## src/core/sysctl_pkg.sv

```systemverilog
package sysctl_pkg;

    // ***********************************************************
    // Register map
    // ***********************************************************
    localparam logic [11:0] SPEED_CTRL_OFFSET = 12'h000;
    localparam logic [11:0] BUS_CTRL_OFFSET = 12'h004;
    localparam logic [11:0] STATUS_OFFSET = 12'h008;
    localparam logic [11:0] CORE_CMD_OFFSET = 12'h00c;

    // Speed control fields
    localparam int FAST_OSC_ENABLE_BIT = 0;
    localparam int PHASE_CLOCK_SOURCE_BIT = 1;
    localparam logic [1:0] SPEED_CTRL_RESET = 2'h0;

    // Bus control fields and reset loads
    localparam int EXTERNAL_BUS_ENABLE_BIT = 0;
    localparam int EMULATION_MODE_BIT = 3;
    localparam int EXTERNAL_MEMORY_BIT = 7;
    localparam logic [7:0] BUS_CTRL_EMULATION = 8'h89;
    localparam logic [7:0] BUS_CTRL_NORMAL = 8'h00;

    // Core command bits (written, self clearing)
    localparam int CMD_WAIT_BIT = 0;
    localparam int CMD_HALT_BIT = 1;
    localparam int CMD_WATCHDOG_BIT = 2;

    // ***********************************************************
    // Timing counts
    // ***********************************************************
    localparam logic [3:0] RESET_SEQUENCE_CYCLES = 4'h9;
    localparam logic [1:0] LOW_POWER_PHASE_CYCLES = 2'h2;
    localparam logic [3:0] WATCHDOG_PULSE_CYCLES = 4'h4;

    // Run state of the processor core
    typedef enum logic [1:0] {
        ST_RESET = 2'b00,
        ST_BOOT = 2'b01,
        ST_RUN = 2'b11,
        ST_STOPPED = 2'b10
    } run_state_type;

endpackage

```

## src/core/apb_regs_if.sv

```systemverilog
`timescale 1ns/1ps
`default_nettype none
interface apb_regs_if;
    logic [7:0] busControl;
    logic [1:0] speedControl;
    logic [7:0] statusWord;
    logic cmdWait;
    logic cmdHalt;
    logic cmdWatchdog;
    modport regs (output busControl, output speedControl, input statusWord,
                  output cmdWait, output cmdHalt, output cmdWatchdog);
    modport core (input busControl, input speedControl, output statusWord,
                  input cmdWait, input cmdHalt, input cmdWatchdog);
endinterface
`default_nettype wire

```

## src/core/apb_sysctl_regs.sv

```systemverilog
`timescale 1ns/1ps
`default_nettype none
module apb_sysctl_regs (
    input wire logic core_clk,
    input wire logic rst,
    input wire logic resetRise,
    input wire logic busSurrenderAtReset,
    input wire logic psel,
    input wire logic penable,
    input wire logic pwrite,
    input wire logic [11:0] paddr,
    input wire logic [31:0] pwdata,
    output logic [31:0] prdata,
    output logic pready,
    output logic pslverr,
    apb_regs_if.regs regs
);

    logic access;
    logic [7:0] busControl;
    logic [1:0] speedControl;
    logic [2:0] cmd;

    assign access = psel && penable && pready;
    assign regs.busControl = busControl;
    assign regs.speedControl = speedControl;
    assign regs.cmdWait = cmd[sysctl_pkg::CMD_WAIT_BIT];
    assign regs.cmdHalt = cmd[sysctl_pkg::CMD_HALT_BIT];
    assign regs.cmdWatchdog = cmd[sysctl_pkg::CMD_WATCHDOG_BIT];

    // One wait state: pready rises in the second access cycle
    always_ff @(posedge core_clk) begin
        if (rst || access) begin
            pready <= 1'b0;
        end else begin
            pready <= psel && penable;
        end
    end

    // Speed control, oscillator off after reset
    always_ff @(posedge core_clk) begin
        if (rst) begin
            speedControl <= sysctl_pkg::SPEED_CTRL_RESET;
        end else if (access && pwrite && paddr == sysctl_pkg::SPEED_CTRL_OFFSET) begin
            speedControl <= pwdata[1:0];
        end
    end

    // Bus control loaded on reset release from the surrender pin
    always_ff @(posedge core_clk) begin
        if (rst) begin
            busControl <= sysctl_pkg::BUS_CTRL_NORMAL;
        end else if (resetRise) begin
            busControl <= busSurrenderAtReset ? sysctl_pkg::BUS_CTRL_NORMAL
                                              : sysctl_pkg::BUS_CTRL_EMULATION;
        end else if (access && pwrite && paddr == sysctl_pkg::BUS_CTRL_OFFSET) begin
            busControl <= pwdata[7:0];
        end
    end

    // Command pulses, one cycle each
    always_ff @(posedge core_clk) begin
        if (rst) begin
            cmd <= 3'h0;
        end else if (access && pwrite && paddr == sysctl_pkg::CORE_CMD_OFFSET) begin
            cmd <= pwdata[2:0];
        end else begin
            cmd <= 3'h0;
        end
    end

    // Read data and error answer
    always_ff @(posedge core_clk) begin
        if (rst) begin
            prdata <= 32'h0;
            pslverr <= 1'b0;
        end else if (psel && penable && !pready) begin
            pslverr <= 1'b0;
            case (paddr)
                sysctl_pkg::SPEED_CTRL_OFFSET: prdata <= {30'h0, speedControl};
                sysctl_pkg::BUS_CTRL_OFFSET: prdata <= {24'h0, busControl};
                sysctl_pkg::STATUS_OFFSET: prdata <= {24'h0, regs.statusWord};
                sysctl_pkg::CORE_CMD_OFFSET: prdata <= 32'h0;
                default: begin
                    prdata <= 32'h0;
                    pslverr <= 1'b1;
                end
            endcase
        end
    end

endmodule
`default_nettype wire

```

## src/core/system_clock_run_bus_reset_control.sv

```systemverilog
`timescale 1ns/1ps
`default_nettype none
module system_clock_run_bus_reset_control (
    input wire logic core_clk,
    input wire logic rst,
    // APB register bus
    input wire logic psel,
    input wire logic penable,
    input wire logic pwrite,
    input wire logic [11:0] paddr,
    input wire logic [31:0] pwdata,
    output logic [31:0] prdata,
    output logic pready,
    output logic pslverr,
    // Clock pins, sampled as levels
    input wire logic slowClockIn,
    input wire logic fast_clock_in,
    output logic slow_osc_drive_out,
    output logic fast_osc_drive_out,
    output logic fastOscEnable,
    output logic system_phase_clock,
    output logic phase_clock_inverted,
    // Core side
    input wire logic opcodeFetch,
    input wire logic coreWrite,
    input wire logic coreExternal,
    input wire logic coreAccess,
    input wire logic coreReady,
    input wire logic [15:0] coreAddr,
    input wire logic [7:0] coreWriteData,
    input wire logic irqPending,
    output logic coreHalt,
    output logic coreReset,
    output logic bootActive,
    output logic lowPower,
    // Pins
    input wire logic bus_surrender_in,
    input wire logic system_reset_n_in,
    output logic system_reset_n_out,
    output logic system_reset_n_oe,
    input wire logic write_strobe_n_in,
    output logic write_strobe_n_out,
    output logic write_strobe_n_oe,
    output logic [15:0] addrOut,
    output logic addrOe,
    output logic [7:0] dataOut,
    output logic dataOe,
    output logic runPin,
    output logic [15:0] dmaAddr,
    output logic dmaWrite,
    output logic dmaValid
);

    // ***********************************************************
    // Register file
    // ***********************************************************
    apb_regs_if regBus ();
    logic resetPinLevel;
    logic resetRise;
    logic phase;
    logic runLevel;
    logic emulation;
    sysctl_pkg::run_state_type runState;
    sysctl_pkg::run_state_type next_runState;
    logic [3:0] bootCount;
    logic [1:0] lowCount;
    logic [3:0] watchdogCount;
    logic haltedClock;
    logic surrenderLowPhase;

    apb_sysctl_regs regsInst (
        .core_clk(core_clk),
        .rst(rst),
        .resetRise(resetRise),
        .busSurrenderAtReset(bus_surrender_in),
        .psel(psel),
        .penable(penable),
        .pwrite(pwrite),
        .paddr(paddr),
        .pwdata(pwdata),
        .prdata(prdata),
        .pready(pready),
        .pslverr(pslverr),
        .regs(regBus.regs)
    );

    assign emulation = regBus.busControl[sysctl_pkg::EMULATION_MODE_BIT];
    assign regBus.statusWord = {lowPower, bootActive, coreHalt, runLevel,
                                haltedClock, surrenderLowPhase, runState};

    // ***********************************************************
    // Reset pin edge and low-power entry
    // ***********************************************************
    always_ff @(posedge core_clk) begin
        if (rst) begin
            resetPinLevel <= 1'b1; // Idle level of the pin, so no false rise after reset
        end else begin
            resetPinLevel <= system_reset_n_in;
        end
    end
    assign resetRise = system_reset_n_in && !resetPinLevel;

    // Count phase cycles with reset low
    always_ff @(posedge core_clk) begin
        if (rst || system_reset_n_in) begin
            lowCount <= 2'h0;
            lowPower <= 1'b0;
        end else if (phase && !system_phase_clock) begin
            if (lowCount != sysctl_pkg::LOW_POWER_PHASE_CYCLES) begin
                lowCount <= lowCount + 2'h1;
            end
            lowPower <= lowCount + 2'h1 >= sysctl_pkg::LOW_POWER_PHASE_CYCLES;
        end
    end

    // Monitor timeout pulls reset pin low
    always_ff @(posedge core_clk) begin
        if (rst) begin
            watchdogCount <= 4'h0;
        end else if (regBus.cmdWatchdog) begin
            watchdogCount <= sysctl_pkg::WATCHDOG_PULSE_CYCLES;
        end else if (watchdogCount != 4'h0) begin
            watchdogCount <= watchdogCount - 4'h1;
        end
    end
    always_ff @(posedge core_clk) begin
        if (rst) begin
            system_reset_n_oe <= 1'b0;
            system_reset_n_out <= 1'b0;
        end else begin
            system_reset_n_oe <= regBus.cmdWatchdog || watchdogCount > 4'h1;
            system_reset_n_out <= 1'b0;
        end
    end

    // ***********************************************************
    // Clocks
    // ***********************************************************
    always_ff @(posedge core_clk) begin
        if (rst) begin
            slow_osc_drive_out <= 1'b1;
            fast_osc_drive_out <= 1'b1;
            fastOscEnable <= 1'b0;
        end else begin
            slow_osc_drive_out <= !slowClockIn;
            fast_osc_drive_out <= !(fast_clock_in && regBus.speedControl[sysctl_pkg::FAST_OSC_ENABLE_BIT]);
            fastOscEnable <= regBus.speedControl[sysctl_pkg::FAST_OSC_ENABLE_BIT];
        end
    end

    // Phase clock source select, frozen at its current level while halted
    always_ff @(posedge core_clk) begin
        if (rst) begin
            phase <= 1'b0;
        end else if (!haltedClock) begin
            phase <= regBus.speedControl[sysctl_pkg::PHASE_CLOCK_SOURCE_BIT]
                     ? fast_clock_in : slowClockIn;
        end
    end
    always_ff @(posedge core_clk) begin
        if (rst) begin
            system_phase_clock <= 1'b0;
            phase_clock_inverted <= 1'b1;
        end else begin
            system_phase_clock <= phase;
            phase_clock_inverted <= !phase;
        end
    end

    // ***********************************************************
    // Run state machine
    // ***********************************************************
    always_comb begin
        next_runState = runState;
        case (runState)
            sysctl_pkg::ST_RESET: begin
                if (resetRise) begin
                    next_runState = sysctl_pkg::ST_BOOT;
                end
            end
            sysctl_pkg::ST_BOOT: begin
                if (bootCount == 4'h1) begin
                    next_runState = sysctl_pkg::ST_RUN;
                end
            end
            sysctl_pkg::ST_RUN: begin
                if ((regBus.cmdWait || regBus.cmdHalt) && phase) begin
                    next_runState = sysctl_pkg::ST_STOPPED;
                end
            end
            sysctl_pkg::ST_STOPPED: begin
                if (resetRise) begin
                    next_runState = sysctl_pkg::ST_BOOT;
                end else if (irqPending && !haltedClock) begin
                    next_runState = sysctl_pkg::ST_RUN;
                end
            end
            default: next_runState = sysctl_pkg::ST_RESET;
        endcase
        if (!system_reset_n_in) begin
            next_runState = sysctl_pkg::ST_RESET;
        end
    end
    always_ff @(posedge core_clk) begin
        if (rst) begin
            runState <= sysctl_pkg::ST_RESET;
        end else begin
            runState <= next_runState;
        end
    end

    // Reset sequence counter
    always_ff @(posedge core_clk) begin
        if (rst) begin
            bootCount <= 4'h0;
        end else if (next_runState == sysctl_pkg::ST_BOOT && runState != sysctl_pkg::ST_BOOT) begin
            bootCount <= sysctl_pkg::RESET_SEQUENCE_CYCLES;
        end else if (bootCount != 4'h0) begin
            bootCount <= bootCount - 4'h1;
        end
    end

    // Halt instruction stops the phase clock; only the reset pin restarts it, not an interrupt
    always_ff @(posedge core_clk) begin
        if (rst) begin
            haltedClock <= 1'b0;
        end else if (next_runState != sysctl_pkg::ST_STOPPED) begin
            haltedClock <= 1'b0;
        end else if (runState == sysctl_pkg::ST_RUN && regBus.cmdHalt) begin
            haltedClock <= 1'b1;
        end
    end

    // Run level never looks at the surrender pin
    assign runLevel = runState == sysctl_pkg::ST_RUN || runState == sysctl_pkg::ST_BOOT;

    // Run pin: fetch flag in low half only in emulation
    always_ff @(posedge core_clk) begin
        if (rst) begin
            runPin <= 1'b0;
        end else if (emulation && !phase) begin
            runPin <= opcodeFetch;
        end else begin
            runPin <= runLevel;
        end
    end

    // ***********************************************************
    // Core control
    // ***********************************************************
    always_ff @(posedge core_clk) begin
        if (rst) begin
            surrenderLowPhase <= 1'b0;
        end else if (bus_surrender_in) begin
            surrenderLowPhase <= 1'b0;
        end else if (!phase) begin
            surrenderLowPhase <= 1'b1;
        end
    end

    always_ff @(posedge core_clk) begin
        if (rst) begin
            coreHalt <= 1'b1;
            coreReset <= 1'b1;
            bootActive <= 1'b0;
        end else begin
            // Held while run low, surrendered, or ready hold in phase high
            coreHalt <= !runLevel || !bus_surrender_in || (phase && !coreReady);
            coreReset <= runState == sysctl_pkg::ST_RESET;
            bootActive <= runState == sysctl_pkg::ST_BOOT;
        end
    end

    // ***********************************************************
    // Bus pins
    // ***********************************************************
    always_ff @(posedge core_clk) begin
        if (rst || !system_reset_n_in) begin
            write_strobe_n_oe <= 1'b0;
            write_strobe_n_out <= 1'b1;
            addrOe <= 1'b0;
            addrOut <= 16'h0;
            dataOe <= 1'b0;
            dataOut <= 8'h0;
        end else begin
            // Drive only while processor owns the bus
            write_strobe_n_oe <= bus_surrender_in || !surrenderLowPhase;
            write_strobe_n_out <= !(coreAccess && coreWrite && coreExternal);
            addrOe <= bus_surrender_in || !surrenderLowPhase;
            addrOut <= coreAddr;
            dataOe <= (bus_surrender_in || !surrenderLowPhase) && coreAccess && coreWrite
                      && (coreExternal || emulation);
            dataOut <= coreWriteData;
        end
    end

    // DMA requests from the external master
    always_ff @(posedge core_clk) begin
        if (rst) begin
            dmaAddr <= 16'h0;
            dmaWrite <= 1'b0;
            dmaValid <= 1'b0;
        end else begin
            dmaAddr <= coreAddr;
            dmaWrite <= !write_strobe_n_in;
            dmaValid <= surrenderLowPhase && !bus_surrender_in;
        end
    end

    // ***********************************************************
    // Assertions
    // ***********************************************************
    property p_boot_len;
        @(posedge core_clk) disable iff (rst)
        (runState == sysctl_pkg::ST_BOOT && $past(runState) != sysctl_pkg::ST_BOOT && system_reset_n_in)
        ##1 system_reset_n_in [*8] |=> runState == sysctl_pkg::ST_RUN;
    endproperty
    a_boot_len: assert property (p_boot_len) else $error("reset sequence length wrong");

    property p_osc_reset;
        @(posedge core_clk) rst |=> !fastOscEnable;
    endproperty
    a_osc_reset: assert property (p_osc_reset) else $error("fast oscillator not off after reset");

    property p_halt_clock;
        @(posedge core_clk) disable iff (rst)
        haltedClock |=> $stable(phase);
    endproperty
    a_halt_clock: assert property (p_halt_clock) else $error("phase clock moved while halted");

    property p_run_normal;
        @(posedge core_clk) disable iff (rst)
        !emulation |=> runPin == $past(runLevel);
    endproperty
    a_run_normal: assert property (p_run_normal) else $error("run pin wrong in normal mode");

    property p_run_emul;
        @(posedge core_clk) disable iff (rst)
        (emulation && !phase) |=> runPin == $past(opcodeFetch);
    endproperty
    a_run_emul: assert property (p_run_emul) else $error("fetch flag not shown");

    property p_strobe_internal;
        @(posedge core_clk) disable iff (rst)
        !(coreAccess && coreWrite && coreExternal) |=> write_strobe_n_out;
    endproperty
    a_strobe_internal: assert property (p_strobe_internal) else $error("strobe low on non external write");

    property p_bcr_load;
        @(posedge core_clk) disable iff (rst)
        resetRise |=> regBus.busControl == ($past(bus_surrender_in) ? 8'h00 : 8'h89);
    endproperty
    a_bcr_load: assert property (p_bcr_load) else $error("bus control load wrong");

    property p_surrender_halt;
        @(posedge core_clk) disable iff (rst)
        !bus_surrender_in |=> coreHalt;
    endproperty
    a_surrender_halt: assert property (p_surrender_halt) else $error("core runs while surrendered");

    property p_low_power;
        @(posedge core_clk) disable iff (rst)
        lowPower |-> !$past(system_reset_n_in);
    endproperty
    a_low_power: assert property (p_low_power) else $error("low power with reset high");

    c_wait: cover property (@(posedge core_clk) disable iff (rst) regBus.cmdWait ##[1:4] !runLevel);
    c_halt: cover property (@(posedge core_clk) disable iff (rst) haltedClock ##[1:50] resetRise);
    c_dma: cover property (@(posedge core_clk) disable iff (rst) dmaValid && dmaWrite);

endmodule
`default_nettype wire

```

## config.mk

```make
export PLATFORM = sky130hd
export DESIGN_NAME = system_clock_run_bus_reset_control
export DESIGN_NICKNAME = d
export VERILOG_FILES = /design/src/core/sysctl_pkg.sv /design/src/core/apb_regs_if.sv /design/src/core/apb_sysctl_regs.sv /design/src/core/system_clock_run_bus_reset_control.sv
export SDC_FILE = /design/constraint.sdc
export NUM_CORES = 1
export LEC_CHECK = 0
export BUFFER_PORTS_ARGS = -buffer_cell sky130_fd_sc_hd__buf_4
export CAP_MARGIN = 5
export CELL_PAD_IN_SITES_DETAIL_PLACEMENT = 0
export CELL_PAD_IN_SITES_GLOBAL_PLACEMENT = 2
export CORE_UTILIZATION = 23
export CTS_CLUSTER_SIZE = 25
export DETAILED_ROUTE_END_ITERATION = 10
export PLACE_DENSITY_LB_ADDON = 0.1
export SLEW_MARGIN = 25
export SYNTH_ARGS = -nofsm -noshare
export SYNTH_HDL_FRONTEND = slang
export SYNTH_SLANG_ARGS = --single-unit
export TNS_END_PERCENT = 50
```

## constraint.sdc

```tcl
create_clock -name core_clk -period 1.9 [get_ports core_clk]
set_input_delay 0.19 -clock core_clk [delete_from_list [all_inputs] [get_ports core_clk]]
set_output_delay 0.19 -clock core_clk [all_outputs]
set_load 0.01 [all_outputs]
```

Word level (Yosys, flattened, before mapping):

Index checks and enable logic that the tools add are counted.

* input bits: 84
* output and inout bits: 92
* flip-flop bits (word level): 119

* add/sub/neg operators: 3
* reduce and logical (&&, ||, !) cells: 60
* bitwise logic cells: 1
* equal/unequal tests: 11
* magnitude comparators: 2
* multiplexer cells: 18

Operators by type and width (number)
* 12-bit by 4-bit equality test with 1-bit output, second input constant: 2
* 8-bit 2-to-1 mux: 3
* 8-bit one-hot mux with 3 select lines: 1
* 1-bit logical AND: 22
* 1-bit zero test: 14
* 12-bit by 3-bit equality test with 1-bit output, second input constant: 1
* 12-bit zero test: 1
* 2-bit 2-to-1 mux: 6
* 1-bit logical OR: 10
* 2-bit OR reduction: 5
* 4-bit 2-to-1 mux: 2
* 2-bit one-hot mux with 4 select lines: 1
* 4-bit nonzero test: 2
* 4-bit by 1-bit subtractor with 4-bit output, second input constant: 2
* 3-bit 2-to-1 mux: 2
* 2-bit nonzero test: 3
* 2-bit by 1-bit equality test with 1-bit output, second input constant: 2
* 2-bit equality test, second input constant: 2
* 4-bit by 1-bit equality test with 1-bit output, second input constant: 1
* 4-bit by 1-bit greater-than comparator with 1-bit output, second input constant: 1
* 2-bit inequality test, second input constant: 2
* 4-bit OR reduction: 1
* 1-bit 2-to-1 mux: 3
* 2-bit by 1-bit adder with 2-bit output, second input constant: 1
* 5 further kinds: 5

Depth between registers and ports, before layout:

Gate-level depths: netlist (run 1).

* depth after elaboration: 9
* depth in mapped cells: 6
* mapped depth without buffers: 6

By module:

From an unflattened synthesis (run 1), not the netlist that was laid out.

* cells, all modules: 340
* area total of the unflattened synthesis: 3558.4 um^2

By module, submodules not included
* system_clock_run_bus_reset_control: instances 1, area an instance 2353.5 um^2, cells an instance 211
* apb_sysctl_regs: instances 1, area an instance 1204.9 um^2, cells an instance 129

Least setup slack after synthesis (run 1):

OpenSTA, ideal clock, no wires.

* path type: input port to flip-flop
* start point: input port paddr[3]
* end point: register regsInst.busControl[1] (netlist: regsInst.regs.busControl[1])
* data arrival time: 1.675 ns
* data required time: 1.779 ns
* cell stages on the path: 5
* path slack: 0.105 ns
* cell sequence: clkbuf_1 -> or4b_1 -> or4_2 -> nand2_1 -> a21oi_1

* longest elaborated chain between the ends: 3

RTL lines
* start: declaration: RTL line system_clock_run_bus_reset_control.sv:10 `input wire logic [11:0] paddr,`
* 12-bit by 3-bit equality test with 1-bit output: RTL line apb_sysctl_regs.sv:56 `end else if (access && pwrite && paddr == sysctl_pkg::BUS_CTRL_OFFSET) begin`
* 1-bit logical AND: RTL line apb_sysctl_regs.sv:56
* 2-bit nonzero test (no line)
* end signal: assignment: RTL line apb_sysctl_regs.sv:52 `busControl <= sysctl_pkg::BUS_CTRL_NORMAL;`
* end signal: assignment: RTL line apb_sysctl_regs.sv:54 `busControl <= busSurrenderAtReset ? sysctl_pkg::BUS_CTRL_NORMAL`
* end signal: assignment: RTL line apb_sysctl_regs.sv:57 `busControl <= pwdata[7:0];`
* end: declaration: RTL line apb_sysctl_regs.sv:20 `logic [7:0] busControl;`

Every way passes these cells.
A chain may end at the register's enable or synchronous reset.

Worst setup path in the final report (run 1):

* start point: input port paddr[9]
* end point: register regsInst.cmd[2]

* longest elaborated chain between the ends: 4

RTL lines
* 12-bit by 4-bit equality test with 1-bit output: RTL line apb_sysctl_regs.sv:65 `end else if (access && pwrite && paddr == sysctl_pkg::CORE_CMD_OFFSET) begin`
* 1-bit logical AND: RTL line apb_sysctl_regs.sv:65
* 1-bit NOT (no line)
* 2-bit OR reduction (no line)
* end signal: assignment: RTL line apb_sysctl_regs.sv:66 `cmd <= pwdata[2:0];`
* end: declaration: RTL line apb_sysctl_regs.sv:22 `logic [2:0] cmd;`

Every way passes these cells.

==> results.py, run 1 <==
metrics = {
    "outcome": {
        "status": "complete, no violations",
    },
    "final_layout": {
        "num-fill-cells": 1540,
        "insertedDiodeCount": 0,
        "nets": 560,
        "layout-drive-gt1-share_pct": 33.7,
        "seqCellArea_um2": 1900,
        "area_growth_pct": 40.0,
        "multiInputGateArea_um2": 1350,
    },
    "global_route": {
        "antenna_found_initial": 0,
        "grt_max_degree": 35,
        "grt_pass1_wl_um": 13800,
        "grt_overflow_total": 0,
        "first_global_vias": 2627,
        "grt_use_total_pct": 11.7,
    },
    "setup_path": {
        "critPathBufInv": 2,
        "end_kind": "register",
        "crit_arrival_ps": 2000,
        "cpPeakStageDelay_ps": 530,
        "cp.required_ps": 2190,
        "critical_path.slowest_cell": "or4_4",
        "crit_path_max_fanout": 3,
        "crit_chain": "buf_4 -> or4_4 -> or4_4 -> nor4_2 -> buf_4 -> and2_1",
        "startpoint_type": "input pin",
        "crit_type": "input pin to register",
        "crit_family": "simple AND/OR/NAND/NOR gates",
    },
    "clock_network": {
        "cts_tree": "yes",
        "clk_pin_slew_worst_paths_ps": 60,
        "root_buffer": "clkbuf_16",
        "cts_setup_buffers": 0,
        "h-tree-depth": 3,
        "clock_path_buffers": 2,
        "cts.sinks": 95,
        "clk_latency_ps": 350,
        "cts_buffers": 9,
    },
    "floorplan": {
        "die_x_um": 124,
        "die-area_um2": 15500,
        "core_area_um2": 14600,
        "die_y_um": 124,
        "ios": 176,
        "rows": 44,
        "initial_utilization_pct": 23.6,
    },
    "yosys": {
        "synth_area_leaders": "dfxtp_1, buf_4, and2_1",
        "synth_ff_type": "dfxtp_1",
        "synth.largest_area_cell": "dfxtp_1",
        "synth_top_cell_area_share_pct": 55.2,
        "yosysMostFrequentCell": "dfxtp_1",
        "yosys_warnings": 0,
        "yosys-top-cells-count": "dfxtp_1, and2_1, buf_4",
        "synth_seq_cells": 95,
        "synth_area_um2": 3440,
        "avgSynthCellArea_um2": 10.3,
        "synthArstFlopShare_pct": 0,
        "synth-seq-area-share_pct": 55.2,
        "synth_edf_count": 0,
        "synthCells": 335,
        "ys_types": 42,
    },
    "power": {
        "switching_share_pct": 26.5,
        "leakagePower_uw": 0.00216,
        "p_switching_uw": 1220,
        "peakVddDrop_v": 0.000393,
        "clock_power_share_pct": 35.9,
        "power.share.combinational_pct": 16.0,
        "p_seq_share_pct": 48.0,
        "p_per_area_nw_per_um2": 955,
        "p_int_uw": 3380,
    },
    "detailed_routing": {
        "wire_per_inst_um": 13.1,
        "ant_nets": 0,
        "drc_errors": 0,
        "via_per_inst": 4.05,
        "initialDrtViolationCount": 63,
        "drt_pass1_iterations": 4,
        "routed_wl_um": 8660,
        "vias": 2670,
    },
    "sta": {
        "holdWs_ps": 14.2,
        "fmax_mhz": 585,
        "final_max_slew_viol_count": 0,
        "worst_slew_pin_slew_ps": 612,
        "slew_headroom_pct": 59.1,
        "fin_crit_sh_pct": 89.9,
        "finalSetupViolations": 0,
        "setup-tns-final_ps": 0,
        "fin_worst_skew_ps": 8.18,
        "fin_crit_ps": 1710,
        "rsz0062_at_grt": "no",
        "hold_violations": 0,
    },
    "placed_design": {
        "place_congestion": 0.706,
        "portBuffers": 126,
        "post-dp-hpwl_um": 6330,
    },
    "hold_path": {
        "min_path_type": "input pin to register",
    },
    "flow_run": {
        "cap_viol_max_count": 0,
    },
}
-- cell type report --
| type | count | area share, % |
|---|---|---|
| multi-input combinational | 216 | 27.9 |
| inverter | 10 | 0.778 |
| tap | 184 | 4.77 |
| clock buffer | 10 | 4.75 |
| clock inverter | 6 | 0.778 |
| timing repair buffer | 138 | 21.5 |
| sequential | 95 | 39.4 |
-- sequential cells by signal, indices dropped and copies added (netlist names), 2 cells and up --
| register | count |
|---|---|
| runState | 2 |
| dmaAddr | 16 |
| dataOut | 8 |
| regsInst.regs.speedControl | 2 |
| bootCount | 4 |
| regsInst.regs.busControl | 8 |
| regsInst.cmd | 3 |
| addrOut | 16 |
| lowCount | 2 |
| regsInst.prdata | 8 |
| watchdogCount | 4 |
-- cell usage in the layout, fill, tap and decap left out, types with 2 or more instances in the layout --
master / count
nor2_1: 21
o21ai_0: 3
nand4_1: 2
and2_1: 27
a2111oi_0: 2
nor3b_1: 2
mux2i_1: 9
a21oi_1: 15
dfxtp_1: 95
or3_1: 2
nand3_1: 2
or4_1: 2
conb_1: 25
nor4_1: 2
clkinv_4: 2
or2_2: 2
buf_4: 137
nor2b_1: 25
xnor2_1: 4
ha_1: 6
inv_1: 10
nand2_1: 19
nor3_1: 7
a22o_1: 14
clkbuf_16: 9
o21bai_1: 2
or4_4: 2
clkinv_2: 4
a211oi_1: 3
nand2b_1: 5
-- cell families after synthesis --
logic type	synth area share (%)
AOI/OAI and AO/OA	8.50
xor gates and xnor gates	1.27
adders and majority gates	2.18
buffers and inverters	8.28
DFF	55.2
muxes	2.94
other	0.109
and+or+nand+nor	21.5
-- power groups by stage --
| stage | clock, uW | combinational (uW) | sequential, uW |
|---|---|---|---|
| after global placement | 0 | 733 | 2250 |
| after detailed placement | 0 | 741 | 2260 |
| after global routing | 1830 | 841 | 2230 |
| after CTS | 1730 | 753 | 2210 |
| after floorplan | 0 | 463 | 2270 |
| final | 1650 | 738 | 2210 |
-- what timing repair did --
action,in CTS,in global routing
resized for setup,0,0
hold buffers,1,0
endpoints found under the hold margin,1,0
-- worst paths after layout --
path,from,endpoint,slack (ps),depth (start not counted)
hold / removal,fast_clock_in,fast_osc_drive_out$_SDFF_PP1_,10,2
setup reg to reg,regsInst.pready$_SDFF_PP0_,regsInst.regs.speedControl[0]$_SDFFE_PP0P_,310,5
hold reg to reg,regsInst.regs.busControl[6]$_SDFFE_PP0P_,regsInst.regs.busControl[6]$_SDFFE_PP0P_,450,2
setup / recovery,paddr[9],regsInst.cmd[2]$_SDFF_PP0_,190,6
-- routing by layer --
metal,wire [um],track usage [%]
met1,4140,14.7
met2,3910,18.1
met3,500,4.60
met4,112,4.04
met5,0,0
-- through the flow --
step	cells	power [uW]	area (um^2)	setup WS (ps)	utilization, %
after floorplan	359	2730	3530	105	-
after global placement	642	2990	4550	-156	31.2
after detailed placement	642	3000	4550	-144	31.2
after CTS	659	4700	4820	203	33.1
after global routing	659	4900	4820	142	33.1
final	659	4600	4820	191	33.1
Power figures use the tool's default switching activity.
==> run 2, diff against run 1 <==
Settings changed: CORE_MARGIN set to 5, SKIP_LAST_GASP set to 1.
==> run 2 against run 1 <==
Effect of this change:
- combinational power decreased by 1%
- clock skew decreased by 4.2 ps
- sequential share of layout area increased by 0.25 points
- via count down 1.3%
- sequential power about the same
- design area shrank 0.62%
- largest power group unchanged
- highest routed layer unchanged
==> results.py, run 2 (same netlist as run 1, synthesis figures left out) <==
metrics = {
    "outcome": {
        "status": "complete, no violations",
    },
    "final_layout": {
        "multiInputGateArea_um2": 1350,
        "fin_cells": 654,
        "area_growth_pct": 39.1,
        "nets": 559,
        "layout_common_cells": "buf_4, dfxtp_1, and2_1, nor2b_1, conb_1",
        "insertedDiodeCount": 0,
        "seqCellArea_um2": 1900,
        "layout-drive-gt1-share_pct": 32.8,
        "layout_commonest_cell": "buf_4",
        "top_regs": "addrOut (16), dmaAddr (16)",
        "num-fill-cells": 1528,
    },
    "setup_path": {
        "ff2ff_setup_slack_ps": 290,
        "cp-startpoint": "paddr[5]",
        "crit_path_max_fanout": 4,
        "crit_family": "simple AND/OR/NAND/NOR gates",
        "cp.required_ps": 2180,
        "cpPeakStageDelay_ps": 620,
        "critical_path.slowest_cell": "or4_1",
        "crit_arrival_ps": 1980,
        "crit_type": "input pin to register",
        "r2r-end": "regsInst.regs.speedControl[0]$_SDFFE_PP0P_",
        "crit_chain": "buf_4 -> or4_1 -> or4_4 -> nor4_2 -> buf_4 -> and2_1",
        "reg2reg_from": "regsInst.pready$_SDFF_PP0_",
        "critPathBufInv": 2,
        "cp-endpoint": "regsInst.cmd[2]$_SDFF_PP0_",
        "r2r_cells": 5,
        "critPathMostFrequentCell": "buf_4",
        "critical_path_cell_count": 6,
        "startpoint_type": "input pin",
        "end_kind": "register",
    },
    "clock_network": {
        "clk_pin_slew_worst_paths_ps": 60,
        "cts.sinks": 95,
        "clock_path_buffers": 2,
        "cts_setup_buffers": 0,
        "clk_latency_ps": 340,
        "ctsResizeCount": 0,
        "root_buffer": "clkbuf_16",
        "cts_buffers": 9,
        "h-tree-depth": 3,
        "cts_tree": "yes",
    },
    "power": {
        "p_switching_uw": 1140,
        "switching_share_pct": 25.4,
        "power.share.combinational_pct": 16.2,
        "p_int_uw": 3350,
        "p_total_uw": 4490,
        "p_per_area_nw_per_um2": 937,
        "leakagePower_uw": 0.00213,
        "peakVddDrop_v": 0.000392,
        "clock_power_share_pct": 34.5,
        "p_seq_share_pct": 49.2,
    },
    "global_route": {
        "grt_overflow_total": 0,
        "grt_max_degree": 33,
        "first_global_vias": 2681,
        "grt_pass1_wl_um": 14400,
        "antenna_found_initial": 0,
        "grt_use_total_pct": 10.4,
    },
    "sta": {
        "finalSetupViolations": 0,
        "worst_slew_pin_slew_ps": 612,
        "fin_crit_sh_pct": 89.2,
        "fmax_mhz": 590,
        "rsz0062_at_grt": "no",
        "fin_crit_ps": 1700,
        "hold_violations": 0,
        "fin_worst_skew_ps": 3.98,
        "slew_headroom_pct": 59.1,
        "holdWs_ps": 26.4,
        "final_max_slew_viol_count": 0,
        "fin_ws_ps": 204,
    },
    "placed_design": {
        "dpl.cell_count": 640,
        "pre_cts_ws_ps": -148,
        "place_congestion": 0.698,
        "portBuffers": 126,
        "post-dp-hpwl_um": 6830,
    },
    "floorplan": {
        "die-area_um2": 17500,
        "die_y_um": 132,
        "rows": 44,
        "initial_utilization_pct": 23.6,
        "die_x_um": 132,
        "core_area_um2": 14600,
        "ios": 176,
    },
    "hold_path": {
        "min-delay-start": "slowClockIn",
        "min_path_type": "input pin to register",
    },
    "detailed_routing": {
        "wire_per_inst_um": 14.0,
        "drt_pass1_iterations": 4,
        "initialDrtViolationCount": 74,
        "vias": 2636,
        "routed_wl_um": 9140,
        "via_per_inst": 4.03,
        "drc_errors": 0,
        "ant_nets": 0,
    },
    "flow_run": {
        "cap_viol_max_count": 0,
    },
}
==> run 2: cell count changes in the layout (fill, tap and decap cells not counted) <==
| cell | change |
|---|---|
| buf_4 | -2 |
| clkinv_2 | -3 |
| clkinv_4 | -2 |
| clkinvlp_4 | +1 |
| dlygate4sd3_1 | +1 |
==> run 2: worst min path at each step <==
stage / to / slack (ps) / depth (start not counted)
floorplan: fast_osc_drive_out$_SDFF_PP1_ / 250 / 1
global placement: dmaWrite$_SDFF_PP0_ / 340 / 2
detailed placement: dmaWrite$_SDFF_PP0_ / 350 / 2
CTS: slow_osc_drive_out$_SDFF_PP1_ / 6 / 2
global route: slow_osc_drive_out$_SDFF_PP1_ / 7 / 2
finish: slow_osc_drive_out$_SDFF_PP1_ / 30 / 2
==> run 2: metrics by stage <==
stage	TNS, ps	area, um^2	utilization (%)
detailed placement	-1920	4530	31.1
CTS	0	4790	32.8
finish	0	4790	32.8
floorplan	0	3530	-
global route	0	4790	32.8
global placement	-1720	4530	31.1
==> run 2: timing repair <==
item                                    4_1_cts  5_1_grt
hold buffers                                  2        0
endpoints found under the setup margin        0        0
hold endpoints to repair                      2        0
==> run 2: cell type report <==
class	instances	share of cell area (%)
well taps	184	4.80
clock inverters	2	0.261
repair buffers	137	21.6
inverters	10	0.783
flip-flops and latches	95	39.7
clock buffers	10	4.78
multi-input cells	216	28.1
==> run 2: power by group through the flow <==
stage / logic, uW / clock network, uW / registers (uW)
6_report: 729 / 1550 / 2210
3_3_place_gp: 740 / 0 / 2250
3_5_place_dp: 738 / 0 / 2260
4_1_cts: 744 / 1640 / 2210
2_1_floorplan: 463 / 0 / 2270
5_1_grt: 824 / 1730 / 2230
==> run 2: metal layers <==
layer  track usage, %  vias up  wire length [um]
li1                 -     1341                 -
met1             12.9     1196              4150
met2             16.3       90              4180
met3             4.69        9               691
met4             3.39        0               125
met5                0        -                 0
